[src/nvm_bank_defs.svh]
`ifndef NVM_BANK_DEFS_SVH
`define NVM_BANK_DEFS_SVH
// Purpose: Offsets, field positions, reset values and counts of the paged data block.
// Assumes: 8-bit data space addresses, 32-bit AXI4-Lite words on the controller side.
// Notes: Definitions only.

// ----------------------------------------------------------------------
// Data space map
// ----------------------------------------------------------------------
`define PAGE_SELECT_ADDR 8'hcb
`define NVM_CONTROL_ADDR 8'hdf
`define PAGED_LIMIT 8'h40
`define NVM_CONTROL_RESET 8'h00

// ----------------------------------------------------------------------
// Page select fields
// ----------------------------------------------------------------------
`define NVM_PAGE0_SEL_BIT 0
`define NVM_PAGE1_SEL_BIT 1
`define RAM_PAGE1_SEL_BIT 3
`define RAM_PAGE2_SEL_BIT 4
`define LCD_PAGE2_SEL_BIT 5
`define LCD_PAGE1_SEL_BIT 6
`define PAGE_SELECT_USED 8'h7b

// ----------------------------------------------------------------------
// Control fields
// ----------------------------------------------------------------------
`define NVM_PROG_ENABLE_BIT 0
`define NVM_BUSY_BIT 1
`define ROW_MODE_ENABLE_BIT 2
`define ROW_PROG_START_BIT 3
`define NVM_STANDBY_BIT 6

// ----------------------------------------------------------------------
// Timing
// ----------------------------------------------------------------------
`define NVM_PROG_CYCLES 16'h0400

// ----------------------------------------------------------------------
// Controller registers (AXI4-Lite byte addresses)
// ----------------------------------------------------------------------
`define CMD_REG_ADDR 4'h0
`define STATUS_REG_ADDR 4'h4
`define CMD_READ_BIT 16
`define STATUS_DONE_BIT 8
`define STATUS_PENDING_BIT 9
`define AXI_OKAY 2'b00
`define AXI_SLVERR 2'b10

`endif

[src/nvm_bank_pkg.sv]
// Purpose: Types shared by both ends of the paged data block.
// Assumes: Constants come from nvm_bank_defs.svh.
// Notes: State records of both ends.
package nvm_bank_pkg;

  typedef struct packed {
    logic pageWritten;
    logic [7:0] pageOut;
    logic standby;
    logic progEn;
    logic rowMode;
    logic rowStart;
    logic busy;
    logic doRow;
    logic [15:0] cnt;
    logic [6:0] byteAddr;
    logic [7:0] byteData;
    logic [3:0] rowAddr;
    logic rowLatched;
    logic [7:0] rowValid;
    logic [63:0] rowData;
    logic [7:0] rdata;
    logic rvalid;
    logic err;
  } dev_state_t;

  typedef enum logic [1:0] {
    HOST_IDLE,
    HOST_WAIT
  } host_phase_t;

  typedef struct packed {
    host_phase_t phase;
    logic awTaken;
    logic wTaken;
    logic [3:0] awAddr;
    logic [31:0] wData;
    logic wFull;
    logic bvalid;
    logic [1:0] bresp;
    logic rvalid;
    logic [31:0] rdata;
    logic [7:0] busAddr;
    logic [7:0] busWdata;
    logic busWr;
    logic busRd;
    logic [7:0] lastRdata;
    logic done;
  } host_state_t;

endpackage

[src/data_bus_if.sv]
// Purpose: Internal data space bus between the CPU core end and the paged block.
// Assumes: One clock; strobes are one-cycle pulses.
// Notes: Read data returns one cycle after the read strobe with rvalid.
`timescale 1ns/1ps
interface data_bus_if;
  logic [7:0] addr;
  logic [7:0] wdata;
  logic wr;
  logic rd;
  logic [7:0] rdata;
  logic rvalid;

  modport cpu (output addr, output wdata, output wr, output rd, input rdata, input rvalid);
  modport dev (input addr, input wdata, input wr, input rd, output rdata, output rvalid);
endinterface

[src/data_bank_nvm_ctrl.sv]
// Purpose: Page select register and nonvolatile array control on the data space bus.
// Assumes: CPU end drives one-cycle strobes; 128-byte array held here.
// Notes: RAM and LCD pages are routed out through pageMap only.
`timescale 1ns/1ps
`include "nvm_bank_defs.svh"
// Operation
// - Write-only page select register picks paged window.
// - Page bits: nvm 0,1; ram 3,4; lcd 5,6.
// - Addresses 00h-3Fh go to selected page.
// - Reset leaves page select register unchanged.
// - Software writes page select with whole bytes.
// - Software sets at most one page bit.
// - Page select survives interrupts and calls.
// - Standby disables array; accesses undefined.
// - Idle array reads like ordinary data.
// - Writes without program enable never program.
// - Busy during programming; accesses aborted meanwhile.
// - Control writes ignored while busy.
// - Byte mode programs addressed byte directly.
// - Entering row mode clears eight row latches.
// - Row address latched on first write.
// - Software never reads array in row mode.
// - Row start programs only loaded bytes.
// - Row mode and start clear after programming.
// - Start accepted only with enable and row mode.
// - Leaving row mode abandons loaded row.
// - Control resets zero; reserved bits kept clear.
// - Software keeps shadow copy for interrupt writes.
module data_bank_nvm_ctrl import nvm_bank_pkg::*; #(
  parameter logic [15:0] PROG_CYCLES = `NVM_PROG_CYCLES
) (
  input wire logic clk,
  input wire logic rstn,
  input wire logic clkEn,
  data_bus_if.dev bus,
  output logic [7:0] pageMap,
  output logic nvmBusy,
  output logic nvmStandby,
  output logic accessError
);
  dev_state_t q;
  dev_state_t d;
  logic [7:0] pageSel_q;
  logic [7:0] pageSel_d;
  logic [7:0] mem [0:127];
  logic memByteWr;
  logic memRowWr;
  logic paged;
  logic nvmSel;
  logic multiSel;
  logic [6:0] nvmIndex;
  logic [2:0] col;

  // ----------------------------------------------------------------------
  // Ports
  // ----------------------------------------------------------------------
  assign pageMap = q.pageOut;
  assign nvmBusy = q.busy;
  assign nvmStandby = q.standby;
  assign accessError = q.err;
  assign bus.rdata = q.rdata;
  assign bus.rvalid = q.rvalid;

  // ----------------------------------------------------------------------
  // Paged window decode
  // ----------------------------------------------------------------------
  assign paged = bus.addr < `PAGED_LIMIT;
  assign multiSel = (pageSel_q & (pageSel_q - 8'h01)) != 8'h00;
  assign nvmSel = q.pageWritten && !multiSel &&
                  (pageSel_q[`NVM_PAGE0_SEL_BIT] || pageSel_q[`NVM_PAGE1_SEL_BIT]);
  assign nvmIndex = {pageSel_q[`NVM_PAGE1_SEL_BIT], bus.addr[5:0]};
  assign col = bus.addr[2:0];

  // ----------------------------------------------------------------------
  // Next state
  // ----------------------------------------------------------------------
  always_comb begin
    d = q;
    pageSel_d = pageSel_q;
    memByteWr = 1'b0;
    memRowWr = 1'b0;
    d.rvalid = 1'b0;
    d.err = 1'b0;
    if (bus.wr && bus.addr == `PAGE_SELECT_ADDR) begin
      pageSel_d = bus.wdata & `PAGE_SELECT_USED;
      d.pageWritten = 1'b1;
    end
    d.pageOut = d.pageWritten ? pageSel_d : 8'h00;
    if (q.busy) begin
      if (q.cnt == 16'h0001) begin
        d.busy = 1'b0;
        if (q.doRow) begin
          memRowWr = 1'b1;
          d.rowMode = 1'b0;
          d.rowStart = 1'b0;
          d.rowLatched = 1'b0;
          d.rowValid = 8'h00;
        end else begin
          memByteWr = 1'b1;
        end
        d.doRow = 1'b0;
      end
      d.cnt = q.cnt - 16'h0001;
    end
    if (bus.wr && bus.addr == `NVM_CONTROL_ADDR && !q.busy) begin
      d.standby = bus.wdata[`NVM_STANDBY_BIT];
      d.progEn = bus.wdata[`NVM_PROG_ENABLE_BIT];
      d.rowMode = bus.wdata[`ROW_MODE_ENABLE_BIT];
      if (bus.wdata[`ROW_MODE_ENABLE_BIT] && !q.rowMode) begin
        d.rowValid = 8'h00;
        d.rowData = 64'h0;
        d.rowLatched = 1'b0;
      end
      if (!bus.wdata[`ROW_MODE_ENABLE_BIT]) begin
        d.rowValid = 8'h00;
        d.rowLatched = 1'b0;
        d.rowData = 64'h0;
      end
      if (bus.wdata[`ROW_PROG_START_BIT] && bus.wdata[`NVM_PROG_ENABLE_BIT] &&
          bus.wdata[`ROW_MODE_ENABLE_BIT] && q.rowMode) begin
        d.rowStart = 1'b1;
        d.busy = 1'b1;
        d.doRow = 1'b1;
        d.cnt = PROG_CYCLES;
      end
    end
    if (bus.wr && paged && nvmSel) begin
      if (q.standby || q.busy) begin
        d.err = 1'b1;
      end else if (q.rowMode) begin
        if (q.rowLatched && q.rowAddr != nvmIndex[6:3]) begin
          d.err = 1'b1;
        end else begin
          d.rowAddr = nvmIndex[6:3];
          d.rowLatched = 1'b1;
          d.rowValid[col] = 1'b1;
          d.rowData[{col, 3'b000} +: 8] = bus.wdata;
        end
      end else if (q.progEn) begin
        d.byteAddr = nvmIndex;
        d.byteData = bus.wdata;
        d.busy = 1'b1;
        d.doRow = 1'b0;
        d.cnt = PROG_CYCLES;
      end
    end
    if ((bus.wr || bus.rd) && paged && q.pageWritten && multiSel) begin
      d.err = 1'b1;
    end
    if (bus.rd) begin
      d.rvalid = 1'b1;
      d.rdata = 8'h00;
      if (bus.addr == `NVM_CONTROL_ADDR) begin
        d.rdata[`NVM_BUSY_BIT] = q.busy;
      end else if (paged && nvmSel) begin
        if (q.standby || q.busy) begin
          d.err = 1'b1;
        end else begin
          d.rdata = mem[nvmIndex];
          if (q.rowMode && q.rowLatched && q.rowAddr != nvmIndex[6:3]) begin
            d.err = 1'b1;
          end
        end
      end
    end
  end

  // ----------------------------------------------------------------------
  // Registers
  // ----------------------------------------------------------------------
  always_ff @(posedge clk or negedge rstn) begin
    if (!rstn) begin
      q <= '0;
    end else if (clkEn) begin
      q <= d;
    end
  end

  // ----------------------------------------------------------------------
  // Page select register, kept through reset
  // ----------------------------------------------------------------------
  // Software must write it before the first paged access.
  always_ff @(posedge clk) begin
    if (clkEn) begin
      pageSel_q <= pageSel_d;
    end
  end

  // ----------------------------------------------------------------------
  // Nonvolatile array
  // ----------------------------------------------------------------------
  always_ff @(posedge clk) begin
    if (clkEn) begin
      if (memByteWr) begin
        mem[q.byteAddr] <= q.byteData;
      end
      if (memRowWr) begin
        for (int i = 0; i < 8; i++) begin
          if (q.rowValid[i]) begin
            mem[{q.rowAddr, i[2:0]}] <= q.rowData[i * 8 +: 8];
          end
        end
      end
    end
  end
endmodule

[src/flat_wrapper.sv]
// flat-port wrapper written by rule: the top's interface ports become plain ports
module data_bank_nvm_ctrl_flat import nvm_bank_pkg::*;
#(
  parameter logic [15:0] PROG_CYCLES = `NVM_PROG_CYCLES
)
  (clk, rstn, clkEn, pageMap, nvmBusy, nvmStandby, accessError, bus_addr, bus_wdata, bus_wr, bus_rd, bus_rdata, bus_rvalid);
  data_bus_if bus_i ();
  input wire logic clk;
  input wire logic rstn;
  input wire logic clkEn;
  output logic [7:0] pageMap;
  output logic nvmBusy;
  output logic nvmStandby;
  output logic accessError;
  input wire logic [$bits(bus_i.addr)-1:0] bus_addr;
  input wire logic [$bits(bus_i.wdata)-1:0] bus_wdata;
  input wire logic [$bits(bus_i.wr)-1:0] bus_wr;
  input wire logic [$bits(bus_i.rd)-1:0] bus_rd;
  output wire logic [$bits(bus_i.rdata)-1:0] bus_rdata;
  output wire logic [$bits(bus_i.rvalid)-1:0] bus_rvalid;
  assign bus_i.addr = bus_addr;
  assign bus_i.wdata = bus_wdata;
  assign bus_i.wr = bus_wr;
  assign bus_i.rd = bus_rd;
  assign bus_rdata = bus_i.rdata;
  assign bus_rvalid = bus_i.rvalid;
  data_bank_nvm_ctrl #(.PROG_CYCLES(PROG_CYCLES)) u_core (.clk(clk), .rstn(rstn), .clkEn(clkEn), .bus(bus_i), .pageMap(pageMap), .nvmBusy(nvmBusy), .nvmStandby(nvmStandby), .accessError(accessError));
endmodule
[config.mk]
export PLATFORM = sky130hd
export DESIGN_NAME = data_bank_nvm_ctrl_flat
export DESIGN_NICKNAME = d
export VERILOG_FILES = /design/src/nvm_bank_pkg.sv /design/src/data_bus_if.sv /design/src/data_bank_nvm_ctrl.sv /design/src/flat_wrapper.sv
export VERILOG_INCLUDE_DIRS = /design/src /design/src/src
export SDC_FILE = /design/constraint.sdc
export NUM_CORES = 2
export LEC_CHECK = 0
export BUFFER_PORTS_ARGS = -buffer_cell sky130_fd_sc_hd__buf_2
export CORE_MARGIN = 4
export CORE_UTILIZATION = 55
export DETAILED_ROUTE_END_ITERATION = 7
export GPL_TIMING_DRIVEN = 0
export PLACE_DENSITY = 0.71
export SLEW_MARGIN = 40
export SYNTH_ARGS = -nofsm -noshare
export SYNTH_HDL_FRONTEND = slang
export SYNTH_SLANG_ARGS = --single-unit
[constraint.sdc]
create_clock -name clk -period 8.1 [get_ports clk]
set_clock_uncertainty 0.1 [all_clocks]
set_input_delay 1.62 -clock clk [delete_from_list [all_inputs] [get_ports clk]]
set_output_delay 1.62 -clock clk [all_outputs]
set_load 0.01 [all_outputs]
# After elaboration in Yosys (flattened, before gate mapping)
# Memory sizes are Yosys's and may differ from the RTL's.
# Cells that the tools add are included.
[totals]
out_inout_bits = 20
register_bits = 141
in_bits = 21
memories = 1
mem_bits_rw = 1024
wordCells = 154
[classes]
n_reduce_logical = 35
n_lt_le_gt_ge = 3
bitwise_logic = 5
n_shift = 2
n_mux = 82
eq_ne = 4
n_addsub = 3
[memory_table]
columns = ["memory", "words", "word_bits", "read_ports", "rd_ports_with_merged_regs", "wr", "line", "rtl"]
rows = [
  ["u_core.mem", 128, 8, 1, 0, 8, "data_bank_nvm_ctrl.sv:45", "logic [7:0] mem [0:127];"],
]
[ops]
columns = ["operator", "n"]
rows = [
  ["two-way mux 110 bit", 2],
  ["two-way mux 73 bit", 3],
  ["two-way mux 77 bit", 2],
  ["two-way mux 33 bit", 2],
  ["bitwise mux 64 bit", 1],
  ["variable shift 8 x 8 -> 64 bit, first input constant", 1],
  ["variable part select 8 x 8 -> 64 bit", 1],
  ["two-way mux 1 bit", 55],
  ["two-way mux 20 bit", 2],
  ["two-way mux 8 bit", 5],
  ["two-way mux 9 bit", 3],
  ["logical AND 1 bit", 19],
  ["two-way mux 19 bit", 1],
  ["== test 16 x 1 -> 1 bit, second input constant", 1],
  ["== test 8 bit, second input constant", 2],
  ["subtractor 16 x 1 -> 16 bit, second input constant", 1],
  ["AND reduction 5 bit", 2],
  ["AND 8 bit", 1],
  ["< comparator 8 x 7 -> 1 bit, second input constant", 1],
  ["negator 6 -> 8 bit", 1],
  ["OR 8 bit", 1],
  ["nonzero test 8 bit", 1],
  ["OR reduction 8 bit", 1],
  ["subtractor 8 x 1 -> 8 bit, second input constant", 1],
  ["other kinds (14)", 24],
]

# Depth between registers and ports, before layout
[depth]
depth_word = 14
mapped_depth = 12
mapped_depth_nobuf = 8

# Worst setup path after synthesis
# No wires, ideal clock.
[synth_timing]
path_type = "input to register"
startpoint = "input port bus_addr[0]"
endpoint = "register u_core.q[42] in the netlist's numbering"
cell_stages = 9
t_arrival_ns = 4.366
slack_ns = 3.555
path_buffers = 3
cell_sequence = "clkbuf_1 > inv_2 > clkbuf_1 > buf_1 > ha_1 > ha_1 > nand4_1 > nor4_2 > mux2i_1"
[synth_via]
elab_chain_cells = 9
word_cells_on_any_way = 15
classes_between = "add/sub (1); order compare (1); eq/ne (1); shift (2); mux (6); reduce/logical (4)"
[synth_lines]
columns = ["element", "line", "rtl"]
rows = [
  ["from (decl)", "flat_wrapper.sv:15", "input wire logic [$bits(bus_i.addr)-1:0] bus_addr;"],
  ["branches (longest 8 deep; another with negator 6 -> 8 bit)", "-", ""],
  ["two-way mux 110 bit (*)", "data_bank_nvm_ctrl.sv:127", "if (bus.wr && paged && nvmSel) begin"],
  ["to (signal assigned)", "data_bank_nvm_ctrl.sv:173", "q <= '0;"],
  ["to (signal assigned)", "data_bank_nvm_ctrl.sv:175", "q <= d;"],
  ["to (decl)", "data_bank_nvm_ctrl.sv:41", "dev_state_t q;"],
]
# Every way passes the cells marked *.
# A chain may end at the register's enable or synchronous reset.

# Worst setup path in the final report
[layout_timing]
startpoint = "input port bus_addr[1]"
endpoint = "register u_core.q (netlist bit u_core.bus.rdata[3])"
[layout_via]
elab_chain_cells = 4
word_cells_on_any_way = 7
classes_between = "order compare (1); eq/ne (1); mux (3); reduce/logical (1); memory (1)"
[layout_lines]
columns = ["element", "line", "rtl"]
rows = [
  ["memory (128 x 8 bit) / < comparator 8 x 7 -> 1 bit (equally long branches)", "-", ""],
  ["two-way mux 8 bit / logical AND 1 bit (equally long branches)", "data_bank_nvm_ctrl.sv:156, data_bank_nvm_ctrl.sv:155", ""],
  ["two-way mux 8 bit", "data_bank_nvm_ctrl.sv:155", "end else if (paged && nvmSel) begin"],
  ["two-way mux 6 bit (*)", "data_bank_nvm_ctrl.sv:153", "if (bus.addr == `NVM_CONTROL_ADDR) begin"],
]
# Every way passes the cells marked *; elsewhere a longest branch is shown, timed or not.

==> impl_metrics.yaml <==
critical_path:
  cpPeakStageDelay_ps: 850
  crit_chain: "buf_2 > buf_2 > buf_2 > buf_2 > buf_2 > buf_2 > buf_16 > mux2i_1 > nand2_1 > nand3_1 > nand4_1 > nor3_1 > a211oi_1"
  endpoint_kind: "register"
  cp-start-kind: "input port"
  critPathKind: "input port to register"
  cp_max_fo: 11
  crit_top_cell: "buf_2"
  arrival_ps: 6500
  critPathSlowestCell: "buf_2"
  worstPathRequired_ps: 8630
logic_synthesis:
  synth.avg_cell_area_um2: 15.1
  yosysTopAreaCellShare: 0.509
  synth_edf_count: 1032
  ys_seq_area_frac: 0.563
  async_flop_share: 0.113
  synth_area_leaders: "edfxtp_1, mux2_2, mux4_2"
  syn_area_um2: 60900
  synth_cell_type_count: 71
  synth_largest_area_cell: "edfxtp_1"
  synth_cells: 4023
  yosys_warnings: 0
  synth_ff_type: "edfxtp_1"
  synthesis.nets: 4051
  synth-seq-cells: 1164
floorplanning:
  die_h_um: 341
  die_area_um2: 116000
  rows: 121
  io_pins: 41
  die_w_um: 341
  core_um2: 109000
  start_util: 0.556
global_route:
  antenna_found_initial: 81
  first_global_vias: 42500
  grt_usage: 0.498
  grt_max_degree: 58
  grt_pass1_wl_mm: 383
  grt_overflow: 0
detailed_routing:
  wl_per_cell_um: 49.3
  wl_mm: 294
  drtPass1Iterations: 7
  dr.first_iter.drc_count: 9086
  viasPerCell: 7.75
  num_vias: 46200
  drcViolationCount: 7
  ant_nets: 0
power_and_ir_drop:
  p_int_w: 0.0100
  pwr-share-clk: 0.453
  p_leak_nw: 23.0
  ir_drop_uv: 178
  pwr-share-comb: 0.058
  seqPwrFrac: 0.489
  p_sw_w: 0.00326
  switching_share: 0.246
  powerDensity_nw_per_um2: 190
clock_tree:
  postCtsHoldBufs: 0
  cts_inserted_buffers: 134
  clock_path_buffers: 3
  clock-sinks: 1164
  clkSlewWorstSetupHoldPaths_ps: 60
  htree_levels: 4
  tritoncts: "yes"
  post_cts_buffers: 0
  clk_latency_ps: 800
  root_buffer: "clkbuf_16"
  cts_resized: 0
cells_and_area:
  seqCellArea_um2: 34300
  drive_above_1_share: 0.453
  nets: 4302
  fin_util: 0.638
  final_area_um2: 69900
  area_growth_pct: 14.7
  fill_cells: 8077
  multi_input_area_um2: 25400
sta:
  setup_violations: 0
  worst_slew_pin_slew_ps: 1080
  slew_headroom: 0.277
  hold_viol: 0
  fin_crit_ps: 5970
  max_freq_ghz: 0.167
  rsz0062_at_grt: "false"
  tns_ps: 0
  finalCritPeriodShare: 0.737
  maxSlewViolCount: 0
status:
  violations: "design-rule violations"
  outcome: "complete, but fails checks"
hold_path:
  worstHoldPathType: "register to register"
placement:
  dp_hpwl_mm: 206
  port_buffers: 30
  place_area_um2: 65200
  place.gp.congestion: 1.08
run:
  maxCapViolations: 0
through the flow:
step	hold WS [ps]	power [W]	cells	worst slack [ps]
floorplan	334	0.00686	4023	3550
global placement	351	0.00727	5529	264
detailed placement	359	0.00731	5614	1650
CTS	371	0.0131	5861	2440
global route	399	0.0134	5872	2440
finish	372	0.0133	5958	2130
cells by family after synthesis:
group                      after synthesis  synth area share
AOI/OAI and AO/OA                      519            0.0564
buffers and inverters                  404            0.0290
DFF                                   1164             0.563
adders and majority gates                7           0.00144
and+or+nand+nor                        550            0.0644
xor gates and xnor gates                 4          0.000575
muxes                                 1375             0.285
flip-flops by register name (all words and copies together), names as in the netlist:
| signal | flops |
|---|---|
| u_core.accessError | 1 |
| u_core.bus.rdata | 8 |
| u_core.bus.rvalid | 1 |
| u_core.mem | 1024 |
| u_core.nvmBusy | 1 |
| u_core.nvmStandby | 1 |
| u_core.pageMap | 8 |
| u_core.pageSel_q | 8 |
| u_core.q | 112 |
synthesized netlist by cell type (all sizes together), types with 22 or more instances:
cell / number
o21ai: 207
nand2: 258
mux2i: 136
nand3: 78
buf: 99
mux4: 182
edfxtp: 1032
mux2: 1057
a22oi: 85
a21oi: 35
nor2: 68
dfrtp: 132
o221ai: 22
o211ai: 23
clkbuf: 282
a22o: 44
nor3: 25
final cells by class:
cell class / instances / area share
sequential: 1164 / 0.491
multi-input combinational: 2455 / 0.364
clock buffer: 188 / 0.0550
buffer: 381 / 0.0274
tap: 1476 / 0.0264
timing repair buffer: 115 / 0.0261
clock inverter: 59 / 0.00544
antenna: 97 / 0.00347
inverter: 23 / 0.00124
worst max-delay path, delay by kind of cell:
family / cells / cell delay [ps]
and+or+nand+nor: 4 / 1000
AOI/OAI and AO/OA: 1 / 110
buffers and inverters: 7 / 3360
muxes: 1 / 320
routing by layer:
metal / vias up / track usage / share of wire
met5: - / 0.0183 / 0.0013
li1: 16500 / - / -
met1: 23200 / 0.602 / 0.33
met3: 1374 / 0.275 / 0.18
met4: 14 / 0.365 / 0.094
met2: 5058 / 0.665 / 0.39
cells in the final DEF, fill, tap and decap left out, types with 44 or more instances in the layout:
cell type  count
a22o_1        44
a22oi_1       85
buf_2         94
clkbuf_1     188
clkbuf_16    143
clkbuf_2     122
dfrtp_1      114
diode_2       97
edfxtp_1    1032
mux2_2      1025
mux2i_1      136
mux4_2       182
nand2_1      177
nand2_8       80
nand3_1       78
nor2_1        56
o21ai_0       79
o21ai_2      109
power by group through the flow:
stage | registers, W | clock network, W | logic, W
floorplan | 0.00659 | 0 | 0.000267
global placement | 0.00661 | 0 | 0.000659
detailed placement | 0.00661 | 0 | 0.000703
CTS | 0.00649 | 0.00592 | 0.000704
global route | 0.00648 | 0.00617 | 0.000738
finish | 0.00649 | 0.00600 | 0.000776
worst paths after layout:
| check | from | end | slack, ps | cells after the start |
|---|---|---|---|---|
| max | bus_addr[1] | u_core.bus.rdata[3]$_DFFE_PN0P_ | 2130 | 13 |
| min | u_core.q[81]$_DFFE_PN0P_ | u_core.q[81]$_DFFE_PN0P_ | 370 | 2 |
| max reg2reg | u_core.nvmBusy$_DFFE_PN0P_ | u_core.mem[91][7]$_DFFE_PP_ | 3010 | 7 |
| min reg2reg | u_core.q[81]$_DFFE_PN0P_ | u_core.q[81]$_DFFE_PN0P_ | 370 | 2 |
| max in group asynchronous | rstn | u_core.bus.rdata[6]$_DFFE_PN0P_ | 6340 | 3 |
| min in group asynchronous | rstn | u_core.bus.rvalid$_DFFE_PN0P_ | 600 | 1 |
Power figures use the tool's default switching activity.
